$ cat config.mk
export PLATFORM = sky130hd
export DESIGN_NAME = adc_result_and_trigger_regs
export DESIGN_NICKNAME = d
export VERILOG_FILES = /design/src/core/adc_regs_pkg.sv /design/src/core/trigger_select.sv /design/src/core/result_present.sv /design/src/core/adc_result_and_trigger_regs.sv
export SDC_FILE = /design/constraint.sdc
export NUM_CORES = 1
export LEC_CHECK = 0
export BUFFER_PORTS_ARGS = -buffer_cell sky130_fd_sc_hd__buf_4
export CAP_MARGIN = 20
export CORE_MARGIN = 2
export CORE_UTILIZATION = 42
export CTS_CLUSTER_SIZE = 16
export DETAILED_ROUTE_END_ITERATION = 8
export HOLD_SLACK_MARGIN = 0.03
export PLACE_DENSITY = 0.76
export SETUP_SLACK_MARGIN = 0.5
export SLEW_MARGIN = 5
export SYNTH_ARGS = -nofsm -noshare
export SYNTH_HDL_FRONTEND = slang
export SYNTH_SLANG_ARGS = --single-unit
$ cat constraint.sdc
create_clock -name clock -period 1.7 [get_ports clock]
set_clock_uncertainty 0.15 [all_clocks]
set_input_delay 0.085 -clock clock [delete_from_list [all_inputs] [get_ports clock]]
set_output_delay 0.085 -clock clock [all_outputs]
set_load 0.01 [all_outputs]
$ cat src/core/adc_regs_pkg.sv
// Purpose: Shared constants for the converter result and trigger register block
// Assumes: AXI4-Lite byte addressing, one 32-bit word per register
// Notes:   Byte offsets are four times the register index

package adc_regs_pkg;

  localparam int                ADDR_W = 8;
  localparam int                DATA_W = 32;

  // Register indices
  localparam logic [ADDR_W-1:0] IDX_DIGITAL_INPUT_DISABLE = 8'h01;
  localparam logic [ADDR_W-1:0] IDX_CONVERTER_CONTROL_B   = 8'h03;
  localparam logic [ADDR_W-1:0] IDX_RESULT_LOW            = 8'h04;
  localparam logic [ADDR_W-1:0] IDX_RESULT_HIGH           = 8'h05;
  localparam logic [ADDR_W-1:0] IDX_CONVERTER_CONTROL_A   = 8'h06;
  localparam logic [ADDR_W-1:0] IDX_IRQ_STATUS            = 8'h08;
  localparam logic [ADDR_W-1:0] IDX_IRQ_ENABLE            = 8'h09;
  localparam logic [ADDR_W-1:0] IDX_IRQ_CLEAR             = 8'h0A;

  // Control B fields
  localparam int                CB_BOOST_BIT   = 7;
  localparam int                CB_MUX_EN_BIT  = 6;
  localparam int                CB_RES5_BIT    = 5;
  localparam int                CB_LEFT_BIT    = 4;
  localparam int                CB_RES3_BIT    = 3;
  localparam logic [7:0]        CB_WRITE_MASK  = 8'h7F;

  // Control A fields
  localparam int                CA_ENABLE_BIT  = 7;
  localparam int                CA_START_BIT   = 6;
  localparam int                CA_AUTO_BIT    = 5;
  localparam int                CA_DONE_BIT    = 4;

  // Digital input disable
  localparam logic [7:0]        DID_WRITE_MASK = 8'h3F;

  // Interrupt status bits
  localparam int                IRQ_DONE_BIT    = 0;
  localparam int                IRQ_TRIGGER_BIT = 1;
  localparam int                IRQ_W           = 2;

  localparam logic [7:0]        RESET_BYTE = 8'h00;
  localparam logic [9:0]        RESET_RESULT = 10'h000;

  // Trigger source codes
  typedef enum logic [2:0] {
    TRIG_FREE_RUN  = 3'h0,
    TRIG_COMPARATOR = 3'h1,
    TRIG_EXT_INT0  = 3'h2,
    TRIG_T0_CMP_A  = 3'h3,
    TRIG_T0_OVF    = 3'h4,
    TRIG_T1_CMP_A  = 3'h5,
    TRIG_T1_OVF    = 3'h6,
    TRIG_T1_CMP_B  = 3'h7
  } trigger_source_t;

  localparam logic [1:0]        RESP_OKAY   = 2'h0;
  localparam logic [1:0]        RESP_SLVERR = 2'h2;

endpackage

$ cat src/core/trigger_select.sv
// Purpose: Picks the auto-trigger flag and detects its rising edge
// Assumes: Flags are synchronous to clock
// Notes:   Select change from a clear to a set flag counts as an edge; a change to free running never does

`timescale 1ns/1ns

module trigger_select
  import adc_regs_pkg::*;
(
  input  wire logic       clock,
  input  wire logic       rst,
  input  wire logic [2:0] trigger_source_select,
  input  wire logic [7:0] trigger_flags,
  input  wire logic       auto_trigger_enable,
  output logic            trigger_edge
);

  logic selected;
  logic selected_prev;

  // Free running has no flag of its own, so its level is zero and cannot rise
  always_comb begin
    if (trigger_source_t'(trigger_source_select) == TRIG_FREE_RUN) begin
      selected = 1'b0; // [RQ10]
    end else begin
      selected = trigger_flags[trigger_source_select]; // [RQ11]
    end
  end

  always_ff @(posedge clock) begin
    if (rst) begin
      selected_prev <= 1'b0;
    end else begin
      selected_prev <= selected; // [RQ18]
    end
  end

  assign trigger_edge = auto_trigger_enable & selected & ~selected_prev; // [RQ7] [RQ8] [RQ9] [RQ18]

endmodule

$ cat src/core/result_present.sv
// Purpose: Formats the 10-bit result into low and high bytes
// Assumes: Adjust select may change at any time
// Notes:   Pure combinational so adjust changes show at once

`timescale 1ns/1ns

module result_present (
  input  wire logic [9:0] result,
  input  wire logic       left_adjust_select,
  output logic      [7:0] low_byte,
  output logic      [7:0] high_byte
);

  always_comb begin
    if (left_adjust_select) begin
      high_byte = result[9:2]; // [RQ1]
      low_byte  = {result[1:0], 6'h00}; // [RQ1]
    end else begin
      high_byte = {6'h00, result[9:8]}; // [RQ2]
      low_byte  = result[7:0]; // [RQ2]
    end
  end

endmodule

$ cat src/core/adc_result_and_trigger_regs.sv
// Purpose: Register side of a 10-bit converter: result pair, read lock, trigger, input disable
// Assumes: AXI4-Lite slave, synchronous active-high reset, analog core outside
// Notes:   Result pair locks on a low read and unlocks on a high read

`timescale 1ns/1ns

// Behaviour
// RQ1: Left adjust puts bits 9..2 high, bits 1..0 in low bits 7..6.
// RQ2: Right adjust, the reset default, spreads the result across low and high.
// RQ3: Reading low locks the pair; no new result loads until high is read.
// RQ4: Software reads low before high, or only high for 8-bit left adjusted.
// RQ5: Changing adjust select changes the presented result immediately.
// RQ6: Control B bits 5 and 3 store and return whatever software wrote.
// RQ7: Trigger select only matters while auto triggering is enabled.
// RQ8: With auto trigger on, a rising edge of the chosen flag starts conversion.
// RQ9: Switching select from a clear to a set flag counts as an edge.
// RQ10: Switching to free running never creates a trigger event.
// RQ11: Select codes map to free run, comparator, int0, timer0 and timer1 sources.
// RQ12: Each analog disable bit forces that pin's port input to zero.
// RQ13: Input disable has comparator bits 5..4, analog bits 3..0, top two zero.
// RQ14: Software should disable unused analog pin input buffers to save power.
// RQ15: Control B: boost status 7 read-only, mux enable 6, adjust 4, select 2..0.
// RQ16: Writing auto trigger enable one allows automatic starts.
// RQ17: Done flag sets on conversion end with results updated; write one clears. The code sets it on every conversion end, also while the pair is locked.
// RQ18: Trigger detector registers the source and flags a zero-to-one change.
module adc_result_and_trigger_regs
  import adc_regs_pkg::*;
(
  input  wire logic                             clock,
  input  wire logic                             rst,
  // AXI4-Lite slave
  input  wire logic [adc_regs_pkg::ADDR_W-1:0]  s_axi_awaddr,
  input  wire logic                             s_axi_awvalid,
  output logic                                  s_axi_awready,
  input  wire logic [adc_regs_pkg::DATA_W-1:0]  s_axi_wdata,
  input  wire logic [3:0]                       s_axi_wstrb,
  input  wire logic                             s_axi_wvalid,
  output logic                                  s_axi_wready,
  output logic [1:0]                            s_axi_bresp,
  output logic                                  s_axi_bvalid,
  input  wire logic                             s_axi_bready,
  input  wire logic [adc_regs_pkg::ADDR_W-1:0]  s_axi_araddr,
  input  wire logic                             s_axi_arvalid,
  output logic                                  s_axi_arready,
  output logic [adc_regs_pkg::DATA_W-1:0]       s_axi_rdata,
  output logic [1:0]                            s_axi_rresp,
  output logic                                  s_axi_rvalid,
  input  wire logic                             s_axi_rready,
  // Analog core
  input  wire logic                             conversion_done,
  input  wire logic [9:0]                       conversion_result,
  output logic                                  conversion_start,
  input  wire logic                             conversion_busy,
  output logic                                  converter_enable,
  output logic                                  comparator_mux_enable,
  // Trigger flags: index 1 comparator, 2 int0, 3..7 timers; index 0 unused
  input  wire logic [7:0]                       trigger_flags,
  input  wire logic                             boost_status,
  // Pins
  input  wire logic [3:0]                       analog_pin_raw,
  output logic      [3:0]                       analog_pin_in,
  output logic      [5:0]                       input_buffer_disable,
  output logic                                  irq
);

  // Write channel holding registers
  logic                 aw_held;
  logic                 w_held;
  logic [ADDR_W-1:0]    aw_addr;
  logic [DATA_W-1:0]    w_data;
  logic [3:0]           w_strb;
  logic                 wr_fire;
  logic [ADDR_W-3:0]    wr_idx;
  logic [ADDR_W-3:0]    rd_idx;
  logic                 rd_fire;
  logic                 wr_byte0;

  // Registers
  logic [7:0]           control_b;
  logic                 auto_trigger_enable;
  logic                 conversion_done_flag;
  logic                 start_pending;
  logic [5:0]           digital_input_disable;
  logic [9:0]           result;
  logic                 pair_locked;
  logic [IRQ_W-1:0]     irq_status;
  logic [IRQ_W-1:0]     irq_enable;
  logic [7:0]           low_byte;
  logic [7:0]           high_byte;
  logic                 trigger_edge;
  logic                 left_adjust_select;
  logic [2:0]           trigger_source_select;
  logic [7:0]           read_byte;
  logic                 read_ok;
  logic                 write_ok;

  // Per-register write and read strobes, high only in the cycle the access executes, plus the Control A read view
  logic                 wr_did;
  logic                 wr_ctrl_a;
  logic                 wr_ctrl_b;
  logic                 wr_irq_enable;
  logic                 wr_irq_clear;
  logic                 sw_start;
  logic                 done_clear;
  logic                 rd_low;
  logic                 rd_high;
  logic [7:0]           control_a_view;

  function automatic logic [ADDR_W-3:0] word_index(input logic [ADDR_W-1:0] addr);
    word_index = addr[ADDR_W-1:2];
  endfunction

  function automatic logic known_index(input logic [ADDR_W-3:0] idx);
    known_index = (idx == IDX_DIGITAL_INPUT_DISABLE[ADDR_W-3:0]) ||
                  (idx == IDX_CONVERTER_CONTROL_B[ADDR_W-3:0])   ||
                  (idx == IDX_RESULT_LOW[ADDR_W-3:0])            ||
                  (idx == IDX_RESULT_HIGH[ADDR_W-3:0])           ||
                  (idx == IDX_CONVERTER_CONTROL_A[ADDR_W-3:0])   ||
                  (idx == IDX_IRQ_STATUS[ADDR_W-3:0])            ||
                  (idx == IDX_IRQ_ENABLE[ADDR_W-3:0])            ||
                  (idx == IDX_IRQ_CLEAR[ADDR_W-3:0]);
  endfunction

  function automatic logic index_hit(input logic [ADDR_W-3:0] idx, input logic [ADDR_W-1:0] target);
    index_hit = (idx == target[ADDR_W-3:0]);
  endfunction

  assign left_adjust_select    = control_b[CB_LEFT_BIT];
  assign trigger_source_select = control_b[2:0];
  assign comparator_mux_enable = control_b[CB_MUX_EN_BIT];

  // AXI write path: address and data accepted independently
  assign s_axi_awready = ~aw_held & ~s_axi_bvalid;
  assign s_axi_wready  = ~w_held & ~s_axi_bvalid;
  assign wr_fire       = aw_held & w_held & ~s_axi_bvalid;
  assign wr_idx        = word_index(aw_addr);
  assign wr_byte0      = wr_fire & w_strb[0];
  assign write_ok      = known_index(wr_idx);

  // Unmapped indices still answer, with an error, and change nothing
  assign wr_did        = wr_byte0 & index_hit(wr_idx, IDX_DIGITAL_INPUT_DISABLE);
  assign wr_ctrl_a     = wr_byte0 & index_hit(wr_idx, IDX_CONVERTER_CONTROL_A);
  assign wr_ctrl_b     = wr_byte0 & index_hit(wr_idx, IDX_CONVERTER_CONTROL_B);
  assign wr_irq_enable = wr_byte0 & index_hit(wr_idx, IDX_IRQ_ENABLE);
  assign wr_irq_clear  = wr_byte0 & index_hit(wr_idx, IDX_IRQ_CLEAR);
  assign sw_start      = wr_ctrl_a & w_data[CA_START_BIT];
  assign done_clear    = wr_ctrl_a & w_data[CA_DONE_BIT];

  always_ff @(posedge clock) begin
    if (rst) begin
      aw_held <= 1'b0;
      aw_addr <= '0;
    end else if (s_axi_awvalid && s_axi_awready) begin
      aw_held <= 1'b1;
      aw_addr <= s_axi_awaddr;
    end else if (wr_fire) begin
      aw_held <= 1'b0;
    end
  end

  always_ff @(posedge clock) begin
    if (rst) begin
      w_held <= 1'b0;
      w_data <= '0;
      w_strb <= '0;
    end else if (s_axi_wvalid && s_axi_wready) begin
      w_held <= 1'b1;
      w_data <= s_axi_wdata;
      w_strb <= s_axi_wstrb;
    end else if (wr_fire) begin
      w_held <= 1'b0;
    end
  end

  always_ff @(posedge clock) begin
    if (rst) begin
      s_axi_bvalid <= 1'b0;
      s_axi_bresp  <= RESP_OKAY;
    end else if (wr_fire) begin
      s_axi_bvalid <= 1'b1;
      s_axi_bresp  <= write_ok ? RESP_OKAY : RESP_SLVERR;
    end else if (s_axi_bready) begin
      s_axi_bvalid <= 1'b0;
    end
  end

  // Control B: boost status is live, the rest is storage including reserved 5 and 3
  always_ff @(posedge clock) begin
    if (rst) begin
      control_b <= RESET_BYTE;
    end else if (wr_ctrl_b) begin
      control_b <= w_data[7:0] & CB_WRITE_MASK; // [RQ6] [RQ15]
    end
  end

  always_ff @(posedge clock) begin
    if (rst) begin
      digital_input_disable <= 6'h00;
    end else if (wr_did) begin
      digital_input_disable <= w_data[5:0]; // [RQ13]
    end
  end

  assign input_buffer_disable = digital_input_disable;
  assign analog_pin_in        = analog_pin_raw & ~digital_input_disable[3:0]; // [RQ12]

  // Control A: enable, auto trigger and software start
  always_ff @(posedge clock) begin
    if (rst) begin
      converter_enable    <= 1'b0;
      auto_trigger_enable <= 1'b0;
    end else if (wr_ctrl_a) begin
      converter_enable    <= w_data[CA_ENABLE_BIT];
      auto_trigger_enable <= w_data[CA_AUTO_BIT]; // [RQ16]
    end
  end

  // The detector keeps its own history, so a select change is judged against the old level
  trigger_select u_trigger_select (
    .clock                 (clock),
    .rst                   (rst),
    .trigger_source_select (trigger_source_select),
    .trigger_flags         (trigger_flags),
    .auto_trigger_enable   (auto_trigger_enable),
    .trigger_edge          (trigger_edge)
  );

  // One-cycle start pulse; a trigger while disabled is dropped
  always_ff @(posedge clock) begin
    if (rst) begin
      start_pending <= 1'b0;
    end else begin
      start_pending <= converter_enable & ~conversion_busy &
                       (sw_start | trigger_edge); // [RQ8] [RQ9]
    end
  end

  assign conversion_start = start_pending;

  // Done flag: a set in the same cycle as a write-one clear wins
  always_ff @(posedge clock) begin
    if (rst) begin
      conversion_done_flag <= 1'b0;
    end else if (conversion_done) begin
      conversion_done_flag <= 1'b1; // [RQ17]
    end else if (done_clear) begin
      conversion_done_flag <= 1'b0; // [RQ17]
    end
  end

  // Result load is held off while the pair is locked, so a split read stays consistent
  always_ff @(posedge clock) begin
    if (rst) begin
      result <= RESET_RESULT;
    end else if (conversion_done && !pair_locked) begin
      result <= conversion_result; // [RQ3]
    end
  end

  assign rd_fire = s_axi_arvalid & s_axi_arready;
  assign rd_idx  = word_index(s_axi_araddr);
  assign rd_low  = rd_fire & index_hit(rd_idx, IDX_RESULT_LOW);
  assign rd_high = rd_fire & index_hit(rd_idx, IDX_RESULT_HIGH);

  // High is checked first, so a lone high read never leaves the pair locked
  always_ff @(posedge clock) begin
    if (rst) begin
      pair_locked <= 1'b0;
    end else if (rd_high) begin
      pair_locked <= 1'b0; // [RQ3]
    end else if (rd_low) begin
      pair_locked <= 1'b1; // [RQ3]
    end
  end

  result_present u_result_present (
    .result             (result),
    .left_adjust_select (left_adjust_select),
    .low_byte           (low_byte),
    .high_byte          (high_byte)
  ); // [RQ5]

  // Interrupt status: sticky, set beats clear
  always_ff @(posedge clock) begin
    if (rst) begin
      irq_status <= '0;
    end else begin
      for (int i = 0; i < IRQ_W; i++) begin
        if ((i == IRQ_DONE_BIT && conversion_done) || (i == IRQ_TRIGGER_BIT && trigger_edge)) begin
          irq_status[i] <= 1'b1;
        end else if (wr_irq_clear && w_data[i]) begin
          irq_status[i] <= 1'b0;
        end
      end
    end
  end

  always_ff @(posedge clock) begin
    if (rst) begin
      irq_enable <= '0;
    end else if (wr_irq_enable) begin
      irq_enable <= w_data[IRQ_W-1:0];
    end
  end

  assign irq = |(irq_status & irq_enable);

  // Start reads back as busy so software can poll for completion
  assign control_a_view = {converter_enable, conversion_busy | start_pending,
                           auto_trigger_enable, conversion_done_flag, 4'h0};

  // Read path
  always_comb begin
    read_ok   = 1'b1;
    read_byte = RESET_BYTE;
    unique case (rd_idx)
      IDX_DIGITAL_INPUT_DISABLE[ADDR_W-3:0]: read_byte = {2'b00, digital_input_disable}; // [RQ13]
      IDX_CONVERTER_CONTROL_B[ADDR_W-3:0]:   read_byte = {boost_status, control_b[6:0]}; // [RQ15]
      IDX_RESULT_LOW[ADDR_W-3:0]:            read_byte = low_byte;
      IDX_RESULT_HIGH[ADDR_W-3:0]:           read_byte = high_byte;
      IDX_CONVERTER_CONTROL_A[ADDR_W-3:0]:   read_byte = control_a_view;
      IDX_IRQ_STATUS[ADDR_W-3:0]:            read_byte = {6'h00, irq_status};
      IDX_IRQ_ENABLE[ADDR_W-3:0]:            read_byte = {6'h00, irq_enable};
      default:                               read_ok   = 1'b0;
    endcase
  end

  assign s_axi_arready = ~s_axi_rvalid;

  always_ff @(posedge clock) begin
    if (rst) begin
      s_axi_rvalid <= 1'b0;
      s_axi_rdata  <= '0;
      s_axi_rresp  <= RESP_OKAY;
    end else if (rd_fire) begin
      s_axi_rvalid <= 1'b1;
      s_axi_rdata  <= {24'h000000, read_byte};
      s_axi_rresp  <= read_ok ? RESP_OKAY : RESP_SLVERR;
    end else if (s_axi_rready) begin
      s_axi_rvalid <= 1'b0;
    end
  end

endmodule

==> flow_metrics.env <==
export IMPL_clk_latency_ns=0.34
export IMPL_yosysWarnings=0
export IMPL_register_area_mm2=0.00128
export IMPL_viasPerCell=5.28
export IMPL_synth_area_mm2=0.00303
export IMPL_gp_congestion=0.881
export IMPL_die_h_um=88.9
export IMPL_drc=0
export IMPL_seqPwrFrac=0.421
export IMPL_die_x_um=88.9
export IMPL_cp_required_ns=1.81
export IMPL_portBuffers=80
export IMPL_status="complete, but fails checks"
export IMPL_drt_iter0_markers=225
export IMPL_multi_input_area_mm2=0.00188
export IMPL_grt_usage=0.233
export IMPL_swShare=0.258
export IMPL_layout_drive_gt1_share=0.427
export IMPL_final_util=0.715
export IMPL_die_area_mm2=0.00790
export IMPL_num_vias=3177
export IMPL_period_share=1.02
export IMPL_overflow=0
export IMPL_wl_per_cell_um=16.5
export IMPL_critPathLaunchType="register"
export IMPL_path_clk_slew_ns=0.08
export IMPL_setup_slack_ns=-0.0256
export IMPL_postSynthAreaPerCell_um2=8.58
export IMPL_cts_root_buffer="clkbuf_8"
export IMPL_maxSlewViolCount=0
export IMPL_final_setup_viol_count=2
export IMPL_hold_viol_final=0
export IMPL_seq_area_frac_synth=0.410
export IMPL_rsz0062_at_grt="yes"
export IMPL_slew_headroom=0.602
export IMPL_p_switching_w=0.000957
export IMPL_grt_pass1_wl_um=14000
export IMPL_fillers=511
export IMPL_violations="negative setup slack"
export IMPL_hold_path_class="input port to register"
export IMPL_rows=30
export IMPL_synth_cells=353
export IMPL_fin_worst_hold_slack_ns=0.0246
export IMPL_yosysUniqueCellTypes=43
export IMPL_synth_top_flop_cell="dfxtp_1"
export IMPL_dr_pass1_iters=5
export IMPL_power_leakage_nw=2.10
export IMPL_cap_violations=0
export IMPL_yosysMostFrequentCell="dfxtp_1"
export IMPL_power_density_mw_per_mm2=756
export IMPL_nets=585
export IMPL_initial_core_util=0.441
export IMPL_yosys_area_top_type="dfxtp_1"
export IMPL_synthTopCellsByArea="dfxtp_1 (41%), mux2i_1 (11%), a21oi_1 (6.4%)"
export IMPL_dp_final_hpwl_um=5680
export IMPL_ioPinCount=139
export IMPL_grt_max_degree=55
export IMPL_antenna_found_initial=0
export IMPL_share_comb_of_total_power=0.177
export IMPL_path_class="register to register"
export IMPL_cts_tree="built"
export IMPL_core_area_mm2=0.00687
export IMPL_tightest_slew_ns=0.592
export IMPL_worstPathMaxFanout=5
export IMPL_worstPathArrival_ns=1.84
export IMPL_cts_htree_levels=3
export IMPL_placed_area_mm2=0.00375
export IMPL_antennaDiodeCount=0
export IMPL_r2r_slack_ns=-0.03
export IMPL_cts_buffers=9
export IMPL_fmax_mhz=580
export IMPL_p_total_w=0.00371
export IMPL_ant_nets=0
export IMPL_syn2layout_area_growth_pct=62.2
export IMPL_synthArstFlopShare=0
export IMPL_design_area_mm2=0.00491
export IMPL_peakVddDrop_mv=0.436
export IMPL_pwr_share_clk=0.403
export IMPL_max_clock_path_buffers=2
export IMPL_grt_pass1_vias=2936
export IMPL_min_period_ns=1.73
export IMPL_yosysTopAreaCellShare=0.410
export IMPL_ys_ff_latch=62
export IMPL_yosys_top_cells_count="dfxtp_1 (62), nand2_1 (46), a21oi_1 (39), nor2_1 (39), mux2i_1 (33)"
export IMPL_p_int_w=0.00276
export IMPL_synth_edf_count=0
export IMPL_finalWirelength_um=9920
export IMPL_cp_end_kind="register"
export IMPL_cts_sinks=62
## logic make-up (layout without fill, tap and decap cells)
kind of cell | after synthesis | after routing | synth area share
multiplexers | 37 | 37 | 0.128
AND/OR/NAND/NOR | 127 | 128 | 0.201
AO/OA/AOI/OAI | 75 | 75 | 0.160
flip-flops | 62 | 62 | 0.410
buffers and inverters | 51 | 178 | 0.100
other | 1 | 26 | 0.00124
## metrics by stage
stage	TNS, ns	setup WS, ns	std cells
3_5_place_dp	-0.0948	-0.0487	523
2_1_floorplan	0	0.0287	378
6_report	-0.0302	-0.0256	602
4_1_cts	0	0.00815	590
3_3_place_gp	0	0.00458	523
5_1_grt	-0.241	-0.0589	602
## cell usage in the layout (no fill, tap or decap), types with 5 or more instances in the layout
master | synthesis | routed
a31oi_1 | 6 | 6
a21oi_1 | 39 | 21
a22o_1 | 6 | 6
nor2_1 | 39 | 34
dfxtp_4 | 0 | 9
clkbuf_8 | 0 | 11
buf_6 | 1 | 29
conb_1 | 1 | 26
a21oi_2 | 0 | 18
buf_4 | 26 | 92
dfxtp_1 | 62 | 45
mux2i_1 | 33 | 33
nand2_2 | 0 | 7
dfxtp_2 | 0 | 8
nand2_1 | 46 | 37
dlygate4sd3_1 | 0 | 34
inv_1 | 7 | 5
## cell type report
type	count	area share
clock buffer	11	0.0308
clock inverter	5	0.0166
inverter	7	0.00688
multi-input combinational	266	0.383
sequential	62	0.262
tap	96	0.0245
timing repair buffer	155	0.276
## path summary, 6_finish.rpt
check | endpoint | start | cells past startpoint
setup / recovery | conversion_start | control_b[1] | 4
hold / removal | aw_held | s_axi_awvalid | 4
setup reg to reg | conversion_start | control_b[1] | 4
hold reg to reg | conversion_done_flag | conversion_done_flag | 2
## routing by layer
metal	up-vias	GRT usage	wire length, µm
met4	0	0.106	240
met2	160	0.391	4920
met5	-	0	0
met3	22	0.0452	703
met1	1501	0.291	4050
li1	1494	-	-
## power groups by stage
stage | combinational [W] | clock (W) | sequential (W)
3_3_place_gp | 0.000415 | 0 | 0.00159
6_report | 0.000656 | 0.00149 | 0.00156
3_5_place_dp | 0.000423 | 0 | 0.00160
5_1_grt | 0.000709 | 0.00157 | 0.00157
2_1_floorplan | 0.000292 | 0 | 0.00159
4_1_cts | 0.000550 | 0.00150 | 0.00156
## repair_timing
| item | in CTS | in global routing |
|---|---|---|
| pin swaps | 19 | 28 |
| hold buffers | 34 | 0 |
| endpoints found under the setup margin | 54 | 68 |
| gates resized for setup | 44 | 67 |
| cloned | 1 | 1 |
| hold endpoints to repair | 38 | 0 |
| buffers inserted | 16 | 11 |
## state kept, by name, indices dropped and copies added (netlist names), 2 cells and up
| name | flops |
|---|---|
| result | 10 |
| s_axi_rdata | 8 |
| w_data | 8 |
| control_b | 7 |
| aw_addr | 6 |
| input_buffer_disable | 6 |
| irq_enable | 2 |
| irq_status | 2 |
## worst max-delay path, stage by stage, from the launching register on
cell and delay [ns]:
dfxtp_4 0.37, mux2i_1 0.12, mux4_2 0.49, or3b_4 0.40, a21oi_1 0.14
Note: power is estimated with default switching activity, not from simulation.
